**src/rtl/cdmd_params.svh**
```systemverilog
// Constants for the core data memory decoder
// Behaviour
// - Machine cycle has six states S1..S6, one per core clock.
// - Every instruction spans one or more whole machine cycles.
// - Internal byte space, extended data space and program space are distinct.
// - Internal space holds 128 lower RAM, 128 upper RAM, 128 SFR bytes.
// - Direct mode takes the address from the instruction's 8-bit field.
// - Indirect mode takes the address from the named pointer register.
// - Direct access at 80h..FFh goes to the SFR space.
// - Indirect access at 80h..FFh goes to upper RAM, never SFRs.
// - Access at 00h..7Fh goes to lower RAM in either mode.
// - Extended data space is one 64 KB bank, 16-bit addresses.
// - Extended 6000h..7FFFh selects peripherals, 32 regions; RAM is valid only at 0000h..02FFh.
// - Paged access: page select is upper byte, pointer register lower byte.
// - Program fetches 0000h..9FFFh are served from on-chip ROM.
`ifndef CDMD_PARAMS_SVH
`define CDMD_PARAMS_SVH
`define CDMD_NUM_STATES 3'd6
`define CDMD_LAST_STATE 3'd5
`define CDMD_UPPER_BIT 7
`define CDMD_PERI_BASE 16'h6000
`define CDMD_PERI_END 16'h7fff
`define CDMD_RAM_VALID_END 16'h02ff
`define CDMD_ROM_END 16'h9fff
`endif

```
**src/rtl/cdmd_pkg.sv**
```systemverilog
// Types shared by the core data memory decoder
package cdmd_pkg;
  typedef enum logic [1:0] {
    CDMD_MODE_DIRECT = 2'b00,
    CDMD_MODE_INDIRECT = 2'b01,
    CDMD_MODE_EXT_PTR = 2'b10,
    CDMD_MODE_EXT_PAGED = 2'b11
  } cdmd_mode_t;

  typedef struct packed {
    logic valid;
    logic write;
    cdmd_mode_t mode;
    logic ptr_sel;
    logic [7:0] direct_addr;
    logic [15:0] ext_ptr;
    logic [7:0] wdata;
  } cdmd_req_t;

  typedef struct packed {
    logic lower_ram;
    logic upper_ram;
    logic sfr;
    logic ext;
  } cdmd_sel_t;
endpackage : cdmd_pkg

```
**src/rtl/cdmd_decoder.sv**
```systemverilog
// Data memory decoder and machine cycle framing for the core
`timescale 1ns/10ps
`default_nettype none
`include "cdmd_params.svh"
module cdmd_decoder
  import cdmd_pkg::*;
(
  // Clock and reset
  input wire logic core_clk,
  input wire logic nrst,
  // Request from the execute logic
  input wire cdmd_req_t req,
  input wire logic instr_done,
  input wire logic [7:0] pointer_reg_zero,
  input wire logic [7:0] pointer_reg_one,
  input wire logic [7:0] extended_page_select,
  input wire logic [15:0] fetch_addr,
  // Cycle framing
  output logic [2:0] state_idx,
  output logic cycle_end,
  output logic instr_retire,
  // Decoded access
  output cdmd_sel_t sel,
  output logic [7:0] internal_byte_addr,
  output logic [15:0] extended_addr,
  output logic ext_peripheral,
  output logic [4:0] ext_region,
  output logic ext_ram_invalid,
  output logic access_write,
  output logic [7:0] access_wdata,
  output logic rom_fetch_hit
);

  //--------------------------------------------------------------
  // Machine cycle framing
  //--------------------------------------------------------------
  logic [2:0] state;
  logic [2:0] next_state;
  logic retire_pending;
  wire last_state = (state == `CDMD_LAST_STATE);

  // Six states per machine cycle, one per clock
  assign next_state = last_state ? 3'd0 : state + 3'd1;
  always_ff @(posedge core_clk) begin
    if (!nrst) begin
      state <= 3'd0;
    end else begin
      state <= next_state;
    end
  end

  // Completion is held until the cycle boundary so no instruction
  // can finish mid-cycle
  always_ff @(posedge core_clk) begin
    if (!nrst) begin
      retire_pending <= 1'b0;
    end else if (last_state) begin
      retire_pending <= 1'b0;
    end else if (instr_done) begin
      retire_pending <= 1'b1;
    end
  end
  // Framing outputs decode the state register combinationally, with no added register delay
  assign state_idx = state;
  assign cycle_end = last_state;
  assign instr_retire = last_state && (retire_pending || instr_done);

  //--------------------------------------------------------------
  // Address selection
  //--------------------------------------------------------------
  wire is_direct = (req.mode == CDMD_MODE_DIRECT);
  wire is_indirect = (req.mode == CDMD_MODE_INDIRECT);
  wire is_ext = req.mode[1];
  wire [7:0] pointer_val = req.ptr_sel ? pointer_reg_one : pointer_reg_zero;
  // Direct takes the instruction field, indirect the pointer
  wire [7:0] next_ibyte = is_direct ? req.direct_addr : pointer_val;
  // Paged path splices page select over the pointer byte
  wire [15:0] next_ext = (req.mode == CDMD_MODE_EXT_PAGED) ?
    {extended_page_select, pointer_val} : req.ext_ptr;
  wire upper_half = next_ibyte[`CDMD_UPPER_BIT];

  // Target decode: one-hot by construction since each term excludes
  // the others by mode and address bit
  wire hit_lower = req.valid && !is_ext && !upper_half;
  wire hit_upper = req.valid && is_indirect && upper_half;
  wire hit_sfr = req.valid && is_direct && upper_half;
  wire hit_ext = req.valid && is_ext;
  // Packed order is lower, upper, sfr, ext from the top bit down
  cdmd_sel_t next_sel;
  assign next_sel = {hit_lower, hit_upper, hit_sfr, hit_ext};
  wire next_peri = (next_ext >= `CDMD_PERI_BASE) &&
    (next_ext <= `CDMD_PERI_END);
  // Flag only, software is trusted to stay in range
  wire next_bad = !next_peri && (next_ext > `CDMD_RAM_VALID_END);

  // Registered decode outputs
  always_ff @(posedge core_clk) begin
    if (!nrst) begin
      sel <= '0;
      internal_byte_addr <= 8'h00;
      extended_addr <= 16'h0000;
      ext_peripheral <= 1'b0;
      ext_region <= 5'h00;
      ext_ram_invalid <= 1'b0;
      access_write <= 1'b0;
      access_wdata <= 8'h00;
      rom_fetch_hit <= 1'b0;
    end else begin
      sel <= next_sel;
      internal_byte_addr <= next_ibyte;
      extended_addr <= next_ext;
      ext_peripheral <= next_sel.ext && next_peri;
      ext_region <= next_ext[12:8];
      ext_ram_invalid <= next_sel.ext && next_bad;
      access_write <= req.valid && req.write;
      access_wdata <= req.wdata;
      rom_fetch_hit <= (fetch_addr <= `CDMD_ROM_END);
    end
  end

  //--------------------------------------------------------------
  // Assertions
  //--------------------------------------------------------------
  state_wrap_a: assert property (@(posedge core_clk) disable iff (!nrst)
    last_state |=> state == 3'd0 ##5 last_state)
    else $error("machine cycle is not six states");
  state_range_a: assert property (@(posedge core_clk) disable iff (!nrst)
    state < `CDMD_NUM_STATES)
    else $error("state index out of range");
  retire_edge_a: assert property (@(posedge core_clk) disable iff (!nrst)
    instr_retire |-> state == 3'd5)
    else $error("instruction retired mid cycle");
  sel_onehot_a: assert property (@(posedge core_clk) disable iff (!nrst)
    req.valid |=> $onehot(sel))
    else $error("target select not one hot");
  sfr_route_a: assert property (@(posedge core_clk) disable iff (!nrst)
    req.valid && is_direct && req.direct_addr[7] |=> sel.sfr)
    else $error("direct upper access missed sfr");
  upper_route_a: assert property (@(posedge core_clk) disable iff (!nrst)
    req.valid && is_indirect && pointer_val[7] |=> sel.upper_ram
      && !sel.sfr)
    else $error("indirect upper access missed upper ram");
  lower_route_a: assert property (@(posedge core_clk) disable iff (!nrst)
    req.valid && !is_ext && !next_ibyte[7] |=> sel.lower_ram)
    else $error("low address missed lower ram");
  paged_addr_a: assert property (@(posedge core_clk) disable iff (!nrst)
    req.valid && req.mode == CDMD_MODE_EXT_PAGED |=>
      extended_addr == {$past(extended_page_select),
      $past(pointer_val)})
    else $error("paged address wrong");
  peri_route_a: assert property (@(posedge core_clk) disable iff (!nrst)
    ext_peripheral |-> extended_addr[15:13] == 3'b011)
    else $error("peripheral flag outside window");
  direct_addr_a: assert property (@(posedge core_clk) disable iff (!nrst)
    req.valid && is_direct |=> internal_byte_addr ==
      $past(req.direct_addr))
    else $error("direct address not from instruction");
  rom_hit_a: assert property (@(posedge core_clk) disable iff (!nrst)
    fetch_addr > `CDMD_ROM_END |=> !rom_fetch_hit)
    else $error("fetch beyond rom flagged as hit");

  // Reset clears the framing and the selects on the next edge; this
  // check must see reset, so it has no reset guard of its own
  reset_clear_a: assert property (@(posedge core_clk)
    !nrst |=> state == 3'd0 && sel == '0 && !instr_retire)
    else $error("reset did not clear framing and selects");
  // Framing advances exactly one state per clock between wraps
  state_step_a: assert property (@(posedge core_clk) disable iff (!nrst)
    !last_state |=> state == $past(state) + 3'd1)
    else $error("machine cycle state skipped or stalled");
  // A completion seen before S6 still retires at the next boundary
  retire_hold_a: assert property (@(posedge core_clk) disable iff (!nrst)
    instr_done && !last_state |-> ##[1:5] instr_retire)
    else $error("completed instruction never retired");

  // Indirect accesses take the pointer byte, never the instruction field
  indirect_addr_a: assert property (@(posedge core_clk) disable iff (!nrst)
    req.valid && is_indirect |=> internal_byte_addr ==
      $past(pointer_val))
    else $error("indirect address not from pointer");
  // Idle cycles select nothing, so no target drives read data
  idle_sel_a: assert property (@(posedge core_clk) disable iff (!nrst)
    !req.valid |=> sel == '0)
    else $error("target selected without a request");

  // Pointer mode passes all sixteen bits to the extended space
  ext_ptr_a: assert property (@(posedge core_clk) disable iff (!nrst)
    req.valid && req.mode == CDMD_MODE_EXT_PTR |=> sel.ext &&
      extended_addr == $past(req.ext_ptr))
    else $error("pointer mode extended access misrouted");
  // Every address in the peripheral window raises the flag and region
  peri_hit_a: assert property (@(posedge core_clk) disable iff (!nrst)
    req.valid && is_ext && next_ext[15:13] == 3'b011 |=>
      ext_peripheral && ext_region == $past(next_ext[12:8]))
    else $error("peripheral window access not flagged");
  // The invalid flag is advisory: it never drops the extended select
  ram_invalid_a: assert property (@(posedge core_clk) disable iff (!nrst)
    ext_ram_invalid |-> sel.ext && !ext_peripheral &&
      extended_addr > `CDMD_RAM_VALID_END)
    else $error("invalid ram flag raised inside valid range");
  // Fetches inside the program store are always served
  rom_in_a: assert property (@(posedge core_clk) disable iff (!nrst)
    fetch_addr <= `CDMD_ROM_END |=> rom_fetch_hit)
    else $error("fetch inside rom not flagged");

  // Write strobe and data follow the request one cycle later
  write_flag_a: assert property (@(posedge core_clk) disable iff (!nrst)
    req.valid && req.write |=> access_write)
    else $error("write request not flagged");
  wdata_pass_a: assert property (@(posedge core_clk) disable iff (!nrst)
    req.valid |=> access_wdata == $past(req.wdata))
    else $error("write data not carried");

  // Main scenarios the bench is expected to reach
  cov_sfr_c: cover property (@(posedge core_clk) sel.sfr);
  cov_upper_c: cover property (@(posedge core_clk) sel.upper_ram);
  cov_peri_c: cover property (@(posedge core_clk) ext_peripheral);
  cov_retire_c: cover property (@(posedge core_clk) instr_retire);
  cov_inval_c: cover property (@(posedge core_clk) ext_ram_invalid);

endmodule : cdmd_decoder
`default_nettype wire

```
**config.mk**
```make
export PLATFORM = sky130hd
export DESIGN_NAME = cdmd_decoder
export DESIGN_NICKNAME = d
export VERILOG_FILES = /design/src/rtl/cdmd_pkg.sv /design/src/rtl/cdmd_decoder.sv
export VERILOG_INCLUDE_DIRS = /design/src /design/src/rtl
export SDC_FILE = /design/constraint.sdc
export NUM_CORES = 1
export LEC_CHECK = 0
export BUFFER_PORTS_ARGS = -buffer_cell sky130_fd_sc_hd__buf_2
export CAP_MARGIN = 15
export CORE_MARGIN = 1
export CORE_UTILIZATION = 30
export DETAILED_ROUTE_END_ITERATION = 10
export GPL_ROUTABILITY_DRIVEN = 0
export PLACE_DENSITY = 0.71
export SLEW_MARGIN = 0
export SYNTH_ARGS = -nofsm -noshare
export SYNTH_HDL_FRONTEND = slang
export SYNTH_SLANG_ARGS = --single-unit
```
**constraint.sdc**
```tcl
create_clock -name core_clk -period 2.12 [get_ports core_clk]
set_input_delay 0.424 -clock core_clk [delete_from_list [all_inputs] [get_ports core_clk]]
set_output_delay 0.424 -clock core_clk [all_outputs]
set_load 0.02 [all_outputs]
```
Yosys cells after proc, flatten, opt, wreduce, memory -nomap -nowiden
Cells that the tools add are included.
{ "totals": {"reg_bits": 49, "input_bits": 80, "out_inout_bits": 50, "word_cells": 45} }
{ "op_classes": {"addsub": 1, "n_lt_le_gt_ge": 4, "n_eq_ne": 3, "n_mux": 3, "bitwise_logic": 1, "reduce_logical": 19} }
{ "ops": {"columns": ["op", "n"], "rows": [
  ["greater-or-equal comparator 16 x 15 -> 1 bit, second input constant", 1],
  ["> comparator 16 x 10 -> 1 bit, second input constant", 1],
  ["less-or-equal comparator 16 x 15 -> 1 bit, second input constant", 1],
  ["less-or-equal comparator 16 bit, second input constant", 1],
  ["2-to-1 mux 16 bit", 1],
  ["2-to-1 mux 8 bit", 2],
  ["logical AND 1 bit", 13],
  ["adder 3 x 1 -> 3 bit, second input constant", 1],
  ["== test 3 bit, second input constant", 1],
  ["zero test 1 bit", 3],
  ["== test 2 x 1 -> 1 bit, second input constant", 1],
  ["== test 2 bit, second input constant", 1],
  ["zero test 2 bit", 1],
  ["OR reduction 2 bit", 1],
  ["logical OR 1 bit", 1],
  ["NOT 1 bit", 1]
]} }

Longest topological paths before layout
{ "depth": {"word_depth": 7, "ltp_mapped": 5, "mapped_depth_nobuf": 5} }

Least setup slack after synthesis
OpenSTA, ideal clock, no wires.
{ "synth_timing": {"path_kind": "reg2out", "startpoint": "reg state[0] (netlist: state_idx[0])", "endpoint": "out instr_retire", "arrival_time_ns": 1.054, "t_required_ns": 1.696, "setup_slack_ns": 0.642, "path_stages_with_launch": 4, "path_buffers": 0, "path_cell_list": "dfxtp_1 ha_1 nand2_1 nor2_1"} }
{ "synth_via": {"elab_chain_cells": 2} }
{ "synth_rtl": {"columns": ["element", "line_no", "source"], "rows": [
  ["start: declaration", "cdmd_decoder.sv:37", "logic [2:0] state;"],
  ["start signal: assignment", "cdmd_decoder.sv:48", "state <= next_state;"],
  ["== test 3 bit (no line)", null, null],
  ["logical AND 1 bit", "cdmd_decoder.sv:66", "assign instr_retire = last_state && (retire_pending || instr_done);"],
  ["end: declaration", "cdmd_decoder.sv:21", "output logic instr_retire,"]
]} }
Every way passes these cells.

Worst setup path after layout
Ends and elaborated chain as after synthesis.

==> run summary <==
After legalization and detailed placement, the total HPWL measured 3310 µm. Setup repair after global routing left no endpoint under its margin. The clock tree synthesis step divided the H-tree into 2 levels. STA classifies the critical path startpoint as a register. The final-report setup violation count is 0. The worst register-to-register path ends at state_idx[2]. The total overflow left after global routing is 0. The share of the core filled with cells came out at 0.438. The tool flagged a number of max-cap violations equal to 0.

The count of nets left with antenna violations once routing finished came out at 0. For the total setup buffers inserted after CTS, the log shows 0. From bottom edge to top edge, the die measures 77.2 µm. From synthesis to final layout, the design area changed by 41.3%. In this run the standard cell core region covers 5470 µm². Largest incremental delay on the critical path: 0.38 ns. The type of element capturing the critical path was a primary output. The tightest min-delay check is of the primary input to register type.

During synthesis, Yosys emitted a total of 0 warnings. On the final layout, the worst clock skew is 0.00290 ns. The startpoint identified for the worst register-to-register timing path is state_idx[1]. The largest fanout of any net on the critical path works out to 4. The clock insertion delay at the later pin of the skew report was 0.30 ns. The mapped netlist covers 1700 µm². During placement, the flow inserted port buffers numbering 116.

Yosys mapped a number of flops with a built-in enable equal to 0. For the net count after synthesis, the log shows 253. IR analysis of the VDD net gives a maximum drop of 323 µV. For the worst setup path, the data required time is 1.70 ns.

Across all layers, the routed design uses 1585 vias. The async set or reset register ratio after synthesis was 0; the die boundary width was 77.2 µm. At the pin with the least slew margin, the transition time is 0.561 ns.

For this design the static power due to leakage is 0.00137 µW. The run gives 130 as the number of I/O pins. The startpoint identified for the worst hold timing path is req[4].

TritonCTS built the clock tree. The total of fill cells in the finished design came out at 560. In this run, post-CTS hold repair placed 0 buffers. The number of instances in the synthesized netlist is 171, and the total power divided by cell area is 787 nW/µm². For the overall global routing resource usage, the log shows 0.145.

The logs give 27 for the site row count and 25 for the pin count of the biggest net entering global routing. The final critical-path required period was 1.63 ns; the wire length of the first global-routing pass was 6730 µm. At the worst endpoint, the arrival time is 1.21 ns. Via density per instance: 4.48. The number of antenna diodes in the final layout is 0. The share of the yosys chip area belonging to registers is 0.520. The number of pins with negative max-slew slack in the final report came out at 0. Timing analysis after detailed placement gives a worst setup slack of 0.585 ns. For the number of hold violations in the final report, the log shows 0.

The master cell of the clock root buffer is sky130_fd_sc_hd__clkbuf_8. The number of buffer and inverter stages on the critical path was 1. Averaged over all synthesized cells, the footprint is 9.91 µm². Clock-pin slew was measured on the worst setup and hold paths at 0.08 ns.

For the worst-case headroom to the max-slew limit, the log shows 0.626. For this design, the sink count on the clock tree is 44. The share of the clock period used by the worst path after layout came out at 0.770. Once routing completed, OpenROAD measured the worst setup slack at 0.488 ns. The family with the most delay on the worst path was flip-flops. The TritonCTS buffer count came out at 5. Most common cell after layout, fill and taps aside: sky130_fd_sc_hd__buf_2. The library cells used most frequently in the layout, excluding fill and tap cells, are sky130_fd_sc_hd__buf_2, sky130_fd_sc_hd__dfxtp_1, sky130_fd_sc_hd__nand2_1. Prevailing post-synth register cell: sky130_fd_sc_hd__dfxtp_1. The register-to-register path setup slack is 1.16 ns, and the depth of the worst register-to-register path is 4. For this run, the detailed router's first-pass iteration total came to 4.

The maximum buffer depth of the clock tree came out at 2. Traced cell by cell, the critical path runs through ha_1 > nand2_1 > nor2_1 > buf_2. The initial antenna violation count was 0; the number of nets in the layout was 363. The floorplan step defined a die boundary enclosing 5960 µm². Static timing analysis puts the maximum clock frequency at 613 MHz.

The path type of the worst setup path was register to primary output. Dividing the detail-routed wire length by the instance count gives 11.9 µm. Adding up every negative setup slack in the final design gives 0 ns. The run finished with clean final reports.

Along the worst hold path, the cell count comes to 2. Counting distinct cell types in the post-synthesis netlist gives 28. Cell type of the slowest stage on the worst timing path: sky130_fd_sc_hd__dfxtp_1. After clock tree synthesis, the repair step resized 0 gates. The ratio of cells with drive above 1 in the final layout works out to 0.450. Wires add up to 4230 µm. The starting DRC count in detailed routing was 16. The run gives 0.310 as the starting density of the core. In the routed design, unresolved DRC markers number 0. The end point of the most critical hold path is access_wdata[4]. For the via count of the first global-routing pass, the log shows 1536. After synthesis the netlist holds a flip-flop and latch count of 44.
[area by class of cell]
cell class | count | area, µm² | area share
Clock buffer | 6 | 82.6 | 0.0345
Clock inverter | 2 | 38.8 | 0.0162
Inverter | 3 | 11.3 | 0.00470
Multi-Input combinational cell | 109 | 696 | 0.290
Sequential cell | 44 | 881 | 0.368
Tap cell | 72 | 90.1 | 0.0376
Timing Repair Buffer | 118 | 596 | 0.249
[synth_stat cells (all sizes together) (2+ instances only)]
| library cell | number | share of area |
|---|---|---|
| a211oi | 2 | 0.0089 |
| a21boi | 8 | 0.035 |
| and2 | 10 | 0.037 |
| and3 | 2 | 0.0074 |
| buf | 12 | 0.057 |
| clkbuf | 3 | 0.0066 |
| dfxtp | 44 | 0.52 |
| ha | 2 | 0.015 |
| inv | 3 | 0.0066 |
| mux2i | 8 | 0.047 |
| nand2 | 36 | 0.080 |
| nand3 | 3 | 0.0089 |
| nand3b | 2 | 0.0089 |
| nor2 | 8 | 0.018 |
| nor4 | 2 | 0.0074 |
| o211a | 16 | 0.094 |
[state kept, by name, indices dropped and copies added (netlist names)]
| signal | flops |
|---|---|
| extended_addr | 16 |
| access_write | 1 |
| state_idx | 3 |
| sel | 4 |
| ext_peripheral | 1 |
| ext_ram_invalid | 1 |
| retire_pending | 1 |
| rom_fetch_hit | 1 |
| internal_byte_addr | 8 |
| access_wdata | 8 |
[layer usage]
layer	part of all wire	track usage	up-vias
met5	0	0	-
met4	0.013	0.0509	0
met3	0.10	0.0583	7
met2	0.49	0.273	83
met1	0.40	0.141	701
li1	-	-	794
[through the flow]
stage	power, µW	instance area [µm²]	hold WS [ns]	std cells
floorplan	1110	1700	0.440	171
global placement	1230	2270	0.445	346
detailed placement	1240	2270	0.450	346
CTS	1920	2390	0.323	354
global route	1980	2390	0.323	354
finish	1890	2390	0.331	354
[cells by family after synthesis]
family / after synthesis / synth area share
compound gates: 30 / 0.153
fa+ha+maj: 2 / 0.0148
buf+inv: 18 / 0.0701
flops: 44 / 0.520
mux: 9 / 0.0561
simple gates: 68 / 0.187
[report_power, final]
part / switching, µW / total [µW] / internal (µW)
clock network: 288 / 674 / 385
registers: 14.7 / 893 / 878
logic: 185 / 319 / 135
[worst max path at each step]
| stage | cells after the start | start | to |
|---|---|---|---|
| after floorplan | 3 | state_idx[0] | instr_retire |
| after global placement | 4 | req[32] | internal_byte_addr[7] |
| after detailed placement | 5 | req[34] | ext_ram_invalid |
| after CTS | 4 | state_idx[0] | instr_retire |
| after global routing | 4 | state_idx[0] | instr_retire |
| final | 4 | state_idx[0] | instr_retire |
Power figures use the tool's default switching activity.
